--- src/design/ssc_pkg.sv ---
package ssc_pkg;
	// Clock and timing
	localparam int CLK_PERIOD_PS = 40000;
	localparam int POR_PULSE_NS = 75;
	localparam int POR_CYC = (POR_PULSE_NS * 1000 + CLK_PERIOD_PS - 1) / CLK_PERIOD_PS;
	localparam int HIZ_MAX_NS = 45;
	localparam int HIZ_CYC_RAW = (HIZ_MAX_NS * 1000) / CLK_PERIOD_PS;
	localparam int HIZ_CYC = (HIZ_CYC_RAW < 1) ? 1 : HIZ_CYC_RAW;
	localparam logic [1:0] POR_CNT_LOAD = 2'(POR_CYC);

	// Register widths
	localparam int ADDR_W = 16;
	localparam int DATA_W = 8;
	localparam int NREG = 9;
	localparam int IDX_W = 4;

	// Register offsets
	localparam logic [15:0] ADDR_UPDATE = 16'h0005;
	localparam logic [15:0] ADDR_SYSTEM_CLOCK_INPUT_CTL = 16'h0100;
	localparam logic [15:0] ADDR_SYSTEM_CLOCK_INPUT_PERIOD = 16'h0101;
	localparam logic [15:0] ADDR_PIN_DIR = 16'h0200;
	localparam logic [15:0] ADDR_PIN_OUT = 16'h0201;
	localparam logic [15:0] ADDR_IRQ_MASK = 16'h0202;
	localparam logic [15:0] ADDR_IRQ_MODE = 16'h0203;
	localparam logic [15:0] ADDR_WDOG_CTL = 16'h0204;
	localparam logic [15:0] ADDR_LOOP_CTL = 16'h0300;
	localparam logic [15:0] ADDR_SYNC_CAL = 16'h0A02;
	localparam logic [15:0] ADDR_STRAP_RD = 16'h0D01;

	// Buffered register table, index order
	localparam logic [15:0] REG_ADDR [NREG] = '{
		ADDR_SYSTEM_CLOCK_INPUT_CTL, ADDR_SYSTEM_CLOCK_INPUT_PERIOD, ADDR_PIN_DIR, ADDR_PIN_OUT, ADDR_IRQ_MASK,
		ADDR_IRQ_MODE, ADDR_WDOG_CTL, ADDR_LOOP_CTL, ADDR_SYNC_CAL};
	localparam logic [7:0] REG_RST [NREG] = '{
		8'h00, 8'h00, 8'h00, 8'h00, 8'h00, 8'h00, 8'h00, 8'h00, 8'h00};
	localparam int IX_PIN_DIR = 2;
	localparam int IX_PIN_OUT = 3;
	localparam int IX_IRQ_MASK = 4;
	localparam int IX_IRQ_MODE = 5;
	localparam int IX_WDOG = 6;
	localparam int IX_SYNC_CAL = 8;

	// Field positions
	localparam int UPDATE_BIT = 0;
	localparam int CAL_BIT = 0;
	localparam int SYNC_BIT = 1;
	localparam int WDOG_EN_BIT = 0;
	localparam int IRQ_PUSHPULL_BIT = 0;
	localparam int PROTO_LSB = 0;
	localparam int PROTO_W = 3;
	localparam int LOAD_LSB = 3;
	localparam int LOAD_W = 5;
endpackage : ssc_pkg

--- src/design/ssc_startup.sv ---
`timescale 1ns/1ps
// Startup strap capture, power-up reset and buffered control registers
module ssc_startup (
	input wire logic mclk_i,
	input wire logic srst_i,
	input wire logic supply_ok_i,
	input wire logic [7:0] multifunction_pins_i,
	output logic [7:0] multifunction_pins_o,
	output logic [7:0] multifunction_pins_oe_o,
	input wire logic reg_wr_i,
	input wire logic reg_rd_i,
	input wire logic [15:0] reg_addr_i,
	input wire logic [7:0] reg_wdata_i,
	output logic [7:0] reg_rdata_o,
	input wire logic ee_wr_i,
	input wire logic [15:0] ee_addr_i,
	input wire logic [7:0] ee_wdata_i,
	input wire logic ee_done_i,
	output logic [7:0] strap_word_o,
	output logic spi_mode_o,
	output logic [2:0] i2c_addr_low_o,
	output logic ee_start_o,
	output logic [4:0] ee_cond_o,
	output logic dev_reset_o,
	output logic cal_system_clock_input_o,
	output logic dist_sync_o,
	output logic wdog_en_o,
	output logic [7:0] loop_ctl_o,
	output logic [15:0] system_clock_input_cfg_o,
	input wire logic [7:0] irq_events_i,
	output logic irq_pin_o,
	output logic irq_pin_oe_o
);
	localparam int DW = ssc_pkg::DATA_W;
	localparam int N = ssc_pkg::NREG;

	logic supply_q;
	logic [1:0] por_cnt_q;
	logic por_active;
	logic rst_now;
	logic rst_prev_q;
	logic release_q;
	logic [7:0] strap_q;
	logic [N-1:0] hit;
	logic [ssc_pkg::IDX_W-1:0] wr_idx;
	logic [ssc_pkg::IDX_W-1:0] rd_idx;
	logic any_hit;
	logic [N*DW-1:0] shadow_all;
	logic [DW-1:0] shadow_rd;
	logic [DW-1:0] active_q [N];
	logic apply;
	logic host_wr;
	logic wr_en;
	logic [15:0] wr_addr;
	logic [7:0] wr_data;
	logic rd_sel_q;
	logic rd_strap_q;
	logic sync_prev_q;
	logic [7:0] rdata_mux;
	logic irq_req;

	// Power-up pulse from supply rising, counted down independent of the reset pin
	always_ff @(posedge mclk_i) begin
		if (supply_ok_i && !supply_q) begin
			por_cnt_q <= ssc_pkg::POR_CNT_LOAD;
		end else if (por_cnt_q != 2'h0) begin
			por_cnt_q <= por_cnt_q - 2'h1;
		end else if (srst_i) begin
			por_cnt_q <= 2'h0;
		end
	end

	// Supply level history, kept apart from the reset pin so a pin reset never retriggers it
	always_ff @(posedge mclk_i) begin
		supply_q <= supply_ok_i;
	end

	assign por_active = (por_cnt_q != 2'h0);
	assign rst_now = srst_i | por_active;
	assign dev_reset_o = rst_now;

	// Reset release detection
	always_ff @(posedge mclk_i) begin
		rst_prev_q <= rst_now;
		release_q <= rst_prev_q & ~rst_now;
	end

	// Strap latch: transparent during reset, closed at release
	always_ff @(posedge mclk_i) begin
		if (rst_now) begin
			strap_q <= multifunction_pins_i;
		end
	end

	assign strap_word_o = strap_q;
	assign spi_mode_o = (strap_q[ssc_pkg::PROTO_LSB +: ssc_pkg::PROTO_W] == 3'h0);
	assign i2c_addr_low_o = strap_q[ssc_pkg::PROTO_LSB +: ssc_pkg::PROTO_W];
	assign ee_cond_o = strap_q[ssc_pkg::LOAD_LSB +: ssc_pkg::LOAD_W];

	// Download request two cycles after release when the load field is nonzero
	always_ff @(posedge mclk_i) begin
		if (rst_now) begin
			ee_start_o <= 1'b0;
		end else begin
			ee_start_o <= release_q && (ee_cond_o != 5'h00);
		end
	end

	// Write source: loader during download, host otherwise
	assign host_wr = reg_wr_i & ~ee_wr_i;
	assign wr_en = ee_wr_i | reg_wr_i;
	assign wr_addr = ee_wr_i ? ee_addr_i : reg_addr_i;
	assign wr_data = ee_wr_i ? ee_wdata_i : reg_wdata_i;

	// Address decode per buffered register
	for (genvar i = 0; i < N; i++) begin : g_dec
		assign hit[i] = (wr_addr == ssc_pkg::REG_ADDR[i]);
	end

	// Encode write and read indices
	always_comb begin
		wr_idx = '1;
		rd_idx = '1;
		for (int k = 0; k < N; k++) begin
			if (hit[k]) begin
				wr_idx = ssc_pkg::IDX_W'(k);
			end
			if (reg_addr_i == ssc_pkg::REG_ADDR[k]) begin
				rd_idx = ssc_pkg::IDX_W'(k);
			end
		end
	end

	assign any_hit = |hit;

	// Update strobe from host write or loader completion
	assign apply = (host_wr && reg_addr_i == ssc_pkg::ADDR_UPDATE
		&& reg_wdata_i[ssc_pkg::UPDATE_BIT]) || ee_done_i;

	ssc_shadow_mem u_shadow (
		.mclk_i(mclk_i),
		.clr_i(rst_now),
		.wr_en_i(wr_en && any_hit),
		.wr_idx_i(wr_idx),
		.wr_data_i(wr_data),
		.rd_idx_i(rd_idx),
		.rd_data_o(shadow_rd),
		.all_o(shadow_all)
	);

	// Active copies: defaults on reset, all loaded together on update
	for (genvar i = 0; i < N; i++) begin : g_act
		always_ff @(posedge mclk_i) begin
			if (rst_now) begin
				active_q[i] <= ssc_pkg::REG_RST[i];
			end else if (apply) begin
				active_q[i] <= shadow_all[i*DW +: DW];
			end
		end
	end

	// Read source tracking
	always_ff @(posedge mclk_i) begin
		if (rst_now) begin
			rd_sel_q <= 1'b0;
			rd_strap_q <= 1'b0;
		end else begin
			rd_sel_q <= reg_rd_i && rd_idx != '1;
			rd_strap_q <= reg_rd_i && reg_addr_i == ssc_pkg::ADDR_STRAP_RD;
		end
	end

	// Read data: shadow value, strap word, or zero for unmapped
	always_comb begin
		if (rd_sel_q) begin
			rdata_mux = shadow_rd;
		end else if (rd_strap_q) begin
			rdata_mux = strap_q;
		end else begin
			rdata_mux = 8'h00;
		end
	end
	assign reg_rdata_o = rdata_mux;

	// Multifunction pins undriven during any reset, else per direction register
	assign multifunction_pins_oe_o = rst_now ? 8'h00 : active_q[ssc_pkg::IX_PIN_DIR];
	assign multifunction_pins_o = active_q[ssc_pkg::IX_PIN_OUT];

	// Calibrate level and sync pulse on the active bit rising
	assign cal_system_clock_input_o = active_q[ssc_pkg::IX_SYNC_CAL][ssc_pkg::CAL_BIT];
	always_ff @(posedge mclk_i) begin
		if (rst_now) begin
			sync_prev_q <= 1'b0;
			dist_sync_o <= 1'b0;
		end else begin
			sync_prev_q <= active_q[ssc_pkg::IX_SYNC_CAL][ssc_pkg::SYNC_BIT];
			dist_sync_o <= active_q[ssc_pkg::IX_SYNC_CAL][ssc_pkg::SYNC_BIT] & ~sync_prev_q;
		end
	end

	assign wdog_en_o = active_q[ssc_pkg::IX_WDOG][ssc_pkg::WDOG_EN_BIT];
	assign loop_ctl_o = active_q[7];
	assign system_clock_input_cfg_o = {active_q[1], active_q[0]};

	// Interrupt pin: masked request, open-drain unless push-pull chosen
	assign irq_req = |(irq_events_i & active_q[ssc_pkg::IX_IRQ_MASK]);
	assign irq_pin_o = active_q[ssc_pkg::IX_IRQ_MODE][ssc_pkg::IRQ_PUSHPULL_BIT] ? ~irq_req : 1'b0;
	assign irq_pin_oe_o = active_q[ssc_pkg::IX_IRQ_MODE][ssc_pkg::IRQ_PUSHPULL_BIT]
		| irq_req;

	// Checks
	a_por_len: assert property (@(posedge mclk_i) (supply_ok_i && !supply_q && !por_active)
		|=> por_active [*2] ##1 !por_active) else $error("power-up pulse length wrong");
	a_por_alone: assert property (@(posedge mclk_i) por_active |-> dev_reset_o)
		else $error("power-up pulse did not reset");
	a_pins_hiz: assert property (@(posedge mclk_i) dev_reset_o |-> multifunction_pins_oe_o == 8'h00)
		else $error("pins driven during reset");
	a_strap_cap: assert property (@(posedge mclk_i) (dev_reset_o && !srst_i)
		|=> strap_word_o == $past(multifunction_pins_i)) else $error("strap not latched");
	a_strap_hold: assert property (@(posedge mclk_i) disable iff (dev_reset_o)
		!$past(dev_reset_o) |-> $stable(strap_word_o)) else $error("strap changed");
	a_proto_sel: assert property (@(posedge mclk_i) spi_mode_o == (strap_word_o[2:0] == 3'h0)
		&& i2c_addr_low_o == strap_word_o[2:0]) else $error("protocol select wrong");
	a_load_go: assert property (@(posedge mclk_i) disable iff (srst_i)
		($fell(dev_reset_o) && strap_word_o[7:3] != 5'h00) |-> ##2 ee_start_o)
		else $error("download not started");
	a_load_skip: assert property (@(posedge mclk_i) ee_start_o |-> ee_cond_o != 5'h00)
		else $error("download with zero condition");
	a_irq_mask: assert property (@(posedge mclk_i) disable iff (srst_i)
		$fell(dev_reset_o) |-> !irq_pin_oe_o && !wdog_en_o)
		else $error("irq or watchdog active after reset");
	a_upd_only: assert property (@(posedge mclk_i) disable iff (dev_reset_o)
		(!apply && !$past(dev_reset_o)) |=> $stable(wdog_en_o) && $stable(cal_system_clock_input_o))
		else $error("setting changed without update");
endmodule : ssc_startup

--- src/design/ssc_shadow_mem.sv ---
`timescale 1ns/1ps
// Shadow register store with registered read data and a flat copy for the update transfer
module ssc_shadow_mem (
	input wire logic mclk_i,
	input wire logic clr_i,
	input wire logic wr_en_i,
	input wire logic [ssc_pkg::IDX_W-1:0] wr_idx_i,
	input wire logic [ssc_pkg::DATA_W-1:0] wr_data_i,
	input wire logic [ssc_pkg::IDX_W-1:0] rd_idx_i,
	output logic [ssc_pkg::DATA_W-1:0] rd_data_o,
	output logic [ssc_pkg::NREG*ssc_pkg::DATA_W-1:0] all_o
);
	logic [ssc_pkg::DATA_W-1:0] mem_q [ssc_pkg::NREG];

	// Per-entry storage, defaults on reset
	for (genvar i = 0; i < ssc_pkg::NREG; i++) begin : g_ent
		always_ff @(posedge mclk_i) begin
			if (clr_i) begin
				mem_q[i] <= ssc_pkg::REG_RST[i];
			end else if (wr_en_i && wr_idx_i == ssc_pkg::IDX_W'(i)) begin
				mem_q[i] <= wr_data_i;
			end
		end
		assign all_o[i*ssc_pkg::DATA_W +: ssc_pkg::DATA_W] = mem_q[i];
	end

	// Registered read port
	always_ff @(posedge mclk_i) begin
		if (clr_i) begin
			rd_data_o <= '0;
		end else if (rd_idx_i < ssc_pkg::IDX_W'(ssc_pkg::NREG)) begin
			rd_data_o <= mem_q[rd_idx_i];
		end else begin
			rd_data_o <= '0;
		end
	end
endmodule : ssc_shadow_mem

--- config.mk ---
export PLATFORM = sky130hd
export DESIGN_NAME = ssc_startup
export DESIGN_NICKNAME = d
export VERILOG_FILES = /design/src/design/ssc_pkg.sv /design/src/design/ssc_startup.sv /design/src/design/ssc_shadow_mem.sv
export SDC_FILE = /design/constraint.sdc
export NUM_CORES = 1
export LEC_CHECK = 0
export BUFFER_PORTS_ARGS = -buffer_cell sky130_fd_sc_hd__clkbuf_2
export CAP_MARGIN = 20
export CORE_MARGIN = 3
export CORE_UTILIZATION = 35
export DETAILED_ROUTE_END_ITERATION = 8
export PLACE_DENSITY = 0.66
export SYNTH_ARGS = -nofsm -noshare
export SYNTH_HDL_FRONTEND = slang
export SYNTH_SLANG_ARGS = --single-unit
--- constraint.sdc ---
create_clock -name mclk_i -period 7.82 [get_ports mclk_i]
set_clock_uncertainty 0.1 [all_clocks]
set_input_delay 0.391 -clock mclk_i [delete_from_list [all_inputs] [get_ports mclk_i]]
set_output_delay 0.391 -clock mclk_i [all_outputs]
set_load 0.02 [all_outputs]
==> summary.md, run 1 <==
| Metric | Value |
|---|---|
| Dominant cells by area after synthesis | edfxtp_1, and2_1, dfxtp_1 |
| Max Used Layer | met4 |
| I/O Buffers | 142 |
| Die Footprint | 0.0218 mm² |
| # H-tree levels | 4 |
| Post-Syn Instances | 579 |
| Via Count | 5173 |
| Fmax | 0.292 GHz |
| Peak supply drop | 0.152 mV |
| CTS Root Cell | clkbuf_16 |
| # Max-Cap Violations | 0 |
| Setup ws final | 4400 ps |
| Yosys reg bits | 150 |
| Final Critical Period | 3420 ps |
| CP peak stage delay | 790 ps |
| Post-synthesis cell area | 0.00702 mm² |
| DR DRC count | 0 |
| Relative slew margins | 16.7% |
| Status | complete, no violations |
| Vias in the first global route | 4820 |
| TritonRoute pass-1 iters | 5 |
| Wire length of the first global-routing pass | 27000 µm |
| Most common cell in the netlist | edfxtp_1 |
| Area after DPL | 0.00800 mm² |
| Clock power share | 39.6% |
| CTS buffer count | 17 |
| Register area share after synthesis | 61.6% |
| Met2 wire len | 7590 µm |
| Wire length per cell | 17.7 µm |
| Switching share of power | 24.2% |
| Critical path fanouts, max | 32 |
| Total congestion overflow | 0 |
| Worst-skew pair later-pin latency | 430 ps |
| Initial antenna violation count | 0 |
| CP max-delay cell | or4_1 |
| Post-Synthesis Mean Instance Area | 12.1 µm² |
| Yosys cell types | 58 |
| Worst-Margin Slew | 1210 ps |
| Design area | 0.00858 mm² |
| Cts-stage hold buffer count | 1 |
| Leading area contributor after synthesis | edfxtp_1 |
| Switch Pwr | 453 µW |
| Slew Viols, Final | 0 |
| Global Route Usage Sum | 16.2% |
| Data required, critical path | 7780 ps |
| RSZ-0062 raised after global routing | false |
| Via-per-instance ratio | 5.18 |
| Met1 Wirelength | 7970 µm |
| WL met3 | 1680 µm |
| Crit Path Class | in2reg |
| Worst Setup End Kind | flop |
| Nets | 792 |
| Initial Util | 35.8% |
| Crit path buffers/inverters | 1 |
| HP Class | in2reg |
| Chip width | 148 µm |
| Pleak | 3.33 nW |
| RePlAce Congestion | 0.865 |
| CP Data Arrival Time | 3380 ps |
| Setup crit start kind | input port |
| Post-synth top flop | edfxtp_1 |
| DRT Wirelength | 17700 µm |
| Largest net degree at the start of global routing | 53 |
| Clk slew on worst S/H paths | 60 ps |
| CTS tree | done |
| Final Core Density | 43.8% |
| Initial drt markers | 463 |
| CTS max path bufs | 2 |
| Layout area overhead | 22.2% |
| Place WS | 3640 ps |
| Final cycle utilization of the critical path | 43.7% |
| Non-filler cells in the finished layout | 999 |
| Setup TNS | 0 ps |
| Share of the synthesized area in the top cell type | 56.5% |
| Logic pwr share | 9.6% |
| DRT antenna net count | 0 |
| Final setup fails | 0 |
| # resized after CTS | 0 |
| Pint | 1.42 mW |
| Sequential Power Share | 50.8% |
| HPWL after DPL | 12700 µm |
| Core Region | 0.0196 mm² |
| Die Ht | 148 µm |
| Row cnt | 51 |
| Net Count, Synth | 650 |
| CP Cell Sequence | clkbuf_2 > nor4b_1 > and2_1 > o211ai_2 > o21a_1 > or4_1 > o21ai_1 |
| Final hold violations | 0 |
| Post-synth EDFFs | 132 |
| Layout cells sized above 1 | 28.7% |
| Cell count after placement | 960 |
| Clock Sinks | 150 |
| Number of diodes | 0 |
| Worst path top cell family by delay | simple AND/OR/NAND/NOR gates |
| # IOs | 143 |
| Ys async rst share | 0% |
| Commonest cells post-synth | edfxtp_1, and2_1, nor3_1, nor2_1, nor4_1 |
| Synth Warn # | 0 |
| P per Cell Area | 218 mW/mm² |
| Postcts setup bufs | 0 |
[placed cells by master, fill, tap and decap left out, types with 10 or more instances in the layout]
| cell type | count |
|---|---|
| o21a_1 | 11 |
| mux2i_1 | 26 |
| and2_1 | 65 |
| dfxtp_1 | 18 |
| inv_1 | 11 |
| clkbuf_2 | 143 |
| nor2_1 | 35 |
| o21ai_0 | 12 |
| mux2_2 | 10 |
| edfxtp_1 | 132 |
| clkbuf_16 | 18 |
| nor4_1 | 28 |
| buf_4 | 14 |
| a21oi_1 | 16 |
| nor3_1 | 37 |
| nand2_1 | 22 |
[logic make-up after synthesis]
group	share of synthesized area (%)
AOI/OAI and AO/OA	10.8
xor gates and xnor gates	0.125
buffers and inverters	3.67
DFF	61.6
muxes	5.31
and+or+nand+nor	18.5
[metal layers]
metal  global-route usage (%)  vias up
li1                         -     2486
met1                     23.3     2363
met2                     23.5      291
met3                     3.86       33
met4                     6.43        0
met5                        0        -
[worst reg2reg max path: stages (launching register included)]
cell	delay (ps)
dfxtp_1	320
nor3_2	160
buf_4	340
clkinv_1	120
buf_4	260
a211oi_1	210
o2111ai_1	480
nor2_1	230
[layout make-up]
type,count,area (µm²)
Clock inverter,7,45.0
Fill cell,1857,11000
Timing Repair Buffer,164,886
Tap cell,265,332
Clock buffer,25,487
Inverter,12,45.0
Multi-Input combinational cell,376,2460
Sequential cell,150,4320
[power by group through the flow]
stage / logic [mW] / clock network [mW] / registers [mW]
6_report: 0.180 / 0.741 / 0.950
5_1_grt: 0.195 / 0.782 / 0.955
3_3_place_gp: 0.176 / 0 / 0.967
2_1_floorplan: 0.0850 / 0 / 0.979
3_5_place_dp: 0.179 / 0 / 0.967
4_1_cts: 0.179 / 0.748 / 0.950
[registers in the layout, indices dropped and copies added (netlist names)]
name                cells
ee_start_o              1
rd_sel_q                1
rd_strap_q              1
dist_sync_o             1
release_q               1
active_q               52
rst_prev_q              1
por_cnt_q               2
supply_q                1
strap_word_o            8
sync_prev_q             1
u_shadow.mem_q         72
u_shadow.rd_data_o      8
[worst paths after layout]
check / startpoint / end / slack (ps) / cells past startpoint
worst max-delay path: ee_wr_i / u_shadow.mem_q[2][3] / 4400 / 7
worst min-delay path: multifunction_pins_i[4] / strap_word_o[4] / 40 / 1
worst max register to register: por_cnt_q[0] / u_shadow.mem_q[0][6] / 5450 / 7
worst min register to register: sync_prev_q / dist_sync_o / 290 / 1
[stage by stage]
stage	power, mW	hold slack [ps]
after detailed placement	1.15	281
after global routing	1.93	23.7
final	1.87	39.8
after global placement	1.14	274
after floorplan	1.06	267
after CTS	1.88	25.9
Power figures use the tool's default switching activity.
==> run 2, diff against run 1 <==
Settings changed: ABC_AREA set to 1, PLACE_DENSITY 0.66 to 0.68.
Clock period 7.82 ns to 3 ns, I/O delays scaled along.
==> summary.md, run 2 <==
| Metric | Value |
|---|---|
| # H-tree levels | 4 |
| Post-synthesis cell area | 0.00723 mm² |
| Setup TNS | 0 ps |
| Share of the synthesized area in the top cell type | 54.8% |
| DRT Wirelength | 18700 µm |
| Peak supply drop | 0.373 mV |
| CTS max path bufs | 2 |
| Die Footprint | 0.0224 mm² |
| HPWL after DPL | 14100 µm |
| P per Cell Area | 571 mW/mm² |
| Largest net degree at the start of global routing | 53 |
| Number of diodes | 0 |
| Most common cell after layout, fill and taps aside | nor2_1 |
| Post-synth EDFFs | 132 |
| # resized after CTS | 0 |
| Chip width | 150 µm |
| Reg-to-reg slack, setup | 1120 ps |
| Total congestion overflow | 0 |
| Synth Warn # | 0 |
| Worst-skew pair later-pin latency | 420 ps |
| RSZ-0062 raised after global routing | false |
| Commonest cells post-synth | nor2_1, edfxtp_1, inv_1, nand2_1, o21ai_0 |
| Most common cell in the netlist | nor2_1 |
| Setup crit start kind | input port |
| Row cnt | 51 |
| Post-synth top flop | edfxtp_1 |
| Critical path fanouts, max | 8 |
| RePlAce Congestion | 0.865 |
| Layout area overhead | 24.9% |
| Worst-Margin Slew | 968 ps |
| Post-Synthesis Mean Instance Area | 9.22 µm² |
| Worst Setup End Kind | flop |
| CP Data Arrival Time | 2320 ps |
| Pleak | 3.99 nW |
| Cts-stage hold buffer count | 10 |
| Slew Viols, Final | 0 |
| Initial antenna violation count | 0 |
| # IOs | 143 |
| DR DRC count | 0 |
| Top Registers | u_shadow.mem_q (72), active_q (52) |
| Leading area contributor after synthesis | edfxtp_1 |
| Ys async rst share | 0% |
| Final Core Density | 45.5% |
| TritonRoute pass-1 iters | 5 |
| CTS Root Cell | clkbuf_16 |
| Post-Syn Instances | 784 |
| Wire length of the first global-routing pass | 29300 µm |
| CP peak stage delay | 420 ps |
| Crit Path Class | in2reg |
| Layout cells sized above 1 | 23.5% |
| Clock Sinks | 150 |
| Dominant cells by area after synthesis | edfxtp_1, nor2_1, inv_1 |
| DRT antenna net count | 0 |
| Crit path buffers/inverters | 3 |
| Worst path top cell family by delay | simple AND/OR/NAND/NOR gates |
| Core Region | 0.0198 mm² |
| Fmax | 0.435 GHz |
| Vias in the first global route | 5681 |
| Clk slew on worst S/H paths | 60 ps |
| Via Count | 5859 |
| Max FFs per register | 72 |
| Final hold slack | 117 ps |
| Postcts setup bufs | 0 |
| Final cycle utilization of the critical path | 76.6% |
| Wire length per cell | 15.2 µm |
| Status | complete, no violations |
| Register area share after synthesis | 59.8% |
| Initial Util | 36.4% |
| Yosys cell types | 39 |
| Area after DPL | 0.00832 mm² |
| I/O Buffers | 142 |
| Initial drt markers | 551 |
| # Max-Cap Violations | 0 |
| Yosys reg bits | 150 |
| HP Class | in2reg |
| Commonest cells after routing, fill and taps aside | nor2_1, clkbuf_2, edfxtp_1 |
| CP Cell Sequence | clkbuf_2 > nor2_1 > nand2_1 > o21ai_1 > nand2_1 > inv_2 > nand4_1 > nand2_1 > nor2_1 > nand3_1 > nand2_1 > o21ai_0 > buf_4 |
| Relative slew margins | 35.5% |
| Design area | 0.00903 mm² |
| Final Critical Period | 2300 ps |
| CP most frequent cell | nand2_1 |
| CP max-delay cell | o21ai_1 |
| CTS buffer count | 17 |
| Final setup fails | 0 |
| Global Route Usage Sum | 17.1% |
| Nets | 1022 |
| Net Count, Synth | 855 |
| Data required, critical path | 3020 ps |
| Largest register by flop count | u_shadow.mem_q |
| Final hold violations | 0 |
| Via-per-instance ratio | 4.77 |
| CTS tree | done |
| Die Ht | 150 µm |
==> run 2: path summary, 6_finish.rpt <==
path | from | end | cells after the start
setup reg to reg | por_cnt_q[0] | rd_strap_q | 5
hold / removal | reg_addr_i[10] | rd_strap_q | 4
hold reg to reg | sync_prev_q | dist_sync_o | 1
setup / recovery | reg_addr_i[15] | u_shadow.mem_q[1][3] | 13
==> run 2: cell families (layout without fill, tap and decap cells) <==
| family | Yosys count | count (layout) | share of synthesized area, % |
|---|---|---|---|
| simple gates | 402 | 402 | 24.9 |
| mux | 7 | 7 | 0.970 |
| buf+inv | 139 | 319 | 7.84 |
| compound gates | 86 | 86 | 6.42 |
| flops | 150 | 150 | 59.8 |
==> run 2: cell type report <==
cell class | instances | area (µm²)
Clock buffer | 18 | 429
Clock inverter | 14 | 183
Fill cell | 1874 | 10800
Inverter | 112 | 420
Multi-Input combinational cell | 495 | 2340
Sequential cell | 150 | 4320
Tap cell | 265 | 332
Timing Repair Buffer | 175 | 996
==> run 2: stage by stage <==
stage | power (mW) | instances | worst slack [ps]
floorplan | 2.79 | 784 | 367
global placement | 3.00 | 1187 | 401
detailed placement | 3.01 | 1187 | 325
CTS | 5.20 | 1229 | 782
global route | 5.34 | 1229 | 418
finish | 5.15 | 1229 | 702
==> run 2: worst min-delay path, stage by stage <==
cell      delay [ps]
clkbuf_2         120
nand4_1          100
nor4_1            70
buf_4            140
==> run 2: per-layer routing <==
layer	routed length (µm)	vias to the layer above	GRT usage [%]
li1	-	2904	-
met1	8230	2655	22.8
met2	8520	267	27.2
met3	1410	33	3.54
met4	510	0	7.41
met5	0	-	0
==> run 2: power by group <==
group	switching [mW]	total (mW)	internal [mW]	leakage, nW
combinational	0.350	0.509	0.159	2.08
sequential	0.0504	2.46	2.41	1.62
clock	0.796	2.18	1.38	0.300
==> run 3, diff against run 2 <==
Clock period 3 ns to 1.9 ns, I/O delays scaled along.
==> summary.md, run 3 (synthesis results as in run 2) <==
| Metric | Value |
|---|---|
| Status | complete, no violations |
| Wire length of the first global-routing pass | 30300 µm |
| Place WS | -478 ps |
| CTS max path bufs | 2 |
| Vias in the first global route | 5879 |
| Chip width | 150 µm |
| CTS Root Cell | clkbuf_16 |
| Slew Viols, Final | 0 |
| CTS buffer count | 17 |
| Number of diodes | 0 |
| Setup TNS | 0 ps |
| Final cycle utilization of the critical path | 95.0% |
| Pleak | 4.46 nW |
| DRT Wirelength | 19700 µm |
| Initial Util | 36.4% |
| Initial drt markers | 396 |
| Clock Sinks | 150 |
| Top Registers | u_shadow.mem_q (72), active_q (52) |
| Row cnt | 51 |
| Largest net degree at the start of global routing | 53 |
| Power Total | 8.12 mW |
| Non-filler cells in the finished layout | 1309 |
| Most common cell after layout, fill and taps aside | nor2_1 |
| Final Core Density | 50.4% |
| Layout area overhead | 38.3% |
| Setup ws final | 94.9 ps |
| Final Critical Period | 1810 ps |
| Fmax | 0.554 GHz |
| # H-tree levels | 4 |
| Initial antenna violation count | 0 |
| P per Cell Area | 812 mW/mm² |
| Total congestion overflow | 0 |
| Via-per-instance ratio | 4.67 |
| Final hold slack | 25.7 ps |
| DRT antenna net count | 0 |
| Nets | 1102 |
| CP Data Arrival Time | 1840 ps |
| Wire length per cell | 15.0 µm |
| Design area | 0.0100 mm² |
| CTS tree | done |
| Die Ht | 150 µm |
| I/O Buffers | 142 |
| RePlAce Congestion | 0.866 |
| Setup crit start kind | input port |
| Layout cells sized above 1 | 33.5% |
| Clk slew on worst S/H paths | 60 ps |
| Worst-Margin Slew | 617 ps |
| Critical path fanouts, max | 8 |
| Area after DPL | 0.00908 mm² |
| HPWL after DPL | 15000 µm |
| TritonRoute pass-1 iters | 5 |
| Data required, critical path | 1930 ps |
| Crit Path Class | in2reg |
| Peak supply drop | 0.517 mV |
| Core Region | 0.0198 mm² |
| # Max-Cap Violations | 0 |
| Cell count after placement | 1258 |
| Worst Setup End Kind | flop |
| Commonest cells after routing, fill and taps aside | nor2_1, clkbuf_2, edfxtp_1 |
| Global Route Usage Sum | 17.7% |
| # IOs | 143 |
| Via Count | 6115 |
| DR DRC count | 0 |
| Largest register by flop count | u_shadow.mem_q |
| Worst-skew pair later-pin latency | 420 ps |
| Final setup fails | 0 |
| HP Class | in2reg |
| Final hold violations | 0 |
| Die Footprint | 0.0224 mm² |
| Relative slew margins | 58.7% |
| Max FFs per register | 72 |
-- run 3: changes by cell type in the layout (fill, tap and decap cells not counted), sizes merged --
cell / change
clkbuf: +1
buf: +80
bufinv: -2
clkinvlp: +2
clkinv: -1
-- run 3: repair_timing --
action,in CTS,in global routing
setup endpoints to repair,16,189
gates resized for setup,1,40
buffers inserted,1,8
endpoints found under the hold margin,12,0
hold buffers,10,0
pin swaps,1,18
-- run 3: area by class of cell --
cell class / instances / area (µm²)
fill: 1785 / 9850
inverter: 112 / 425
timing repair buffer: 255 / 1710
clock inverter: 13 / 131
tap: 265 / 332
clock buffer: 19 / 443
multi-input combinational: 495 / 2630
sequential: 150 / 4320
-- run 3: worst paths after layout --
kind                start                   end  slack [ps]  depth (start not counted)
max reg2reg  por_cnt_q[1]            rd_strap_q         180                          6
min                srst_i            ee_start_o          30                          5
max               ee_wr_i  u_shadow.mem_q[2][4]          90                         14
min reg2reg   sync_prev_q           dist_sync_o         290                          1
-- run 3: critical path, stage by stage --
cell,delay [ps]
clkbuf_4,140
buf_6,150
nand2_1,120
o21ai_4,80
buf_4,140
nor2_1,150
nand2_1,110
nor2_2,110
nand2_1,90
nand2_2,100
nor3_1,80
nor2_4,200
nand2_1,120
nand2_4,140
-- run 3: power by group --
| part | switching (mW) | total [mW] | internal (mW) |
|---|---|---|---|
| clock | 1.30 | 3.26 | 1.96 |
| sequential | 0.0859 | 3.90 | 3.81 |
| combinational | 0.600 | 0.964 | 0.364 |
| total | 1.99 | 8.12 | 6.13 |
-- run 3: layer usage --
| layer | up-vias | global-route usage [%] | wire [µm] |
|---|---|---|---|
| met5 | - | 0 | 0 |
| met4 | 0 | 5.44 | 416 |
| met3 | 35 | 3.54 | 1300 |
| met2 | 225 | 29.6 | 9680 |
| met1 | 2789 | 23.3 | 8290 |
| li1 | 3066 | - | - |
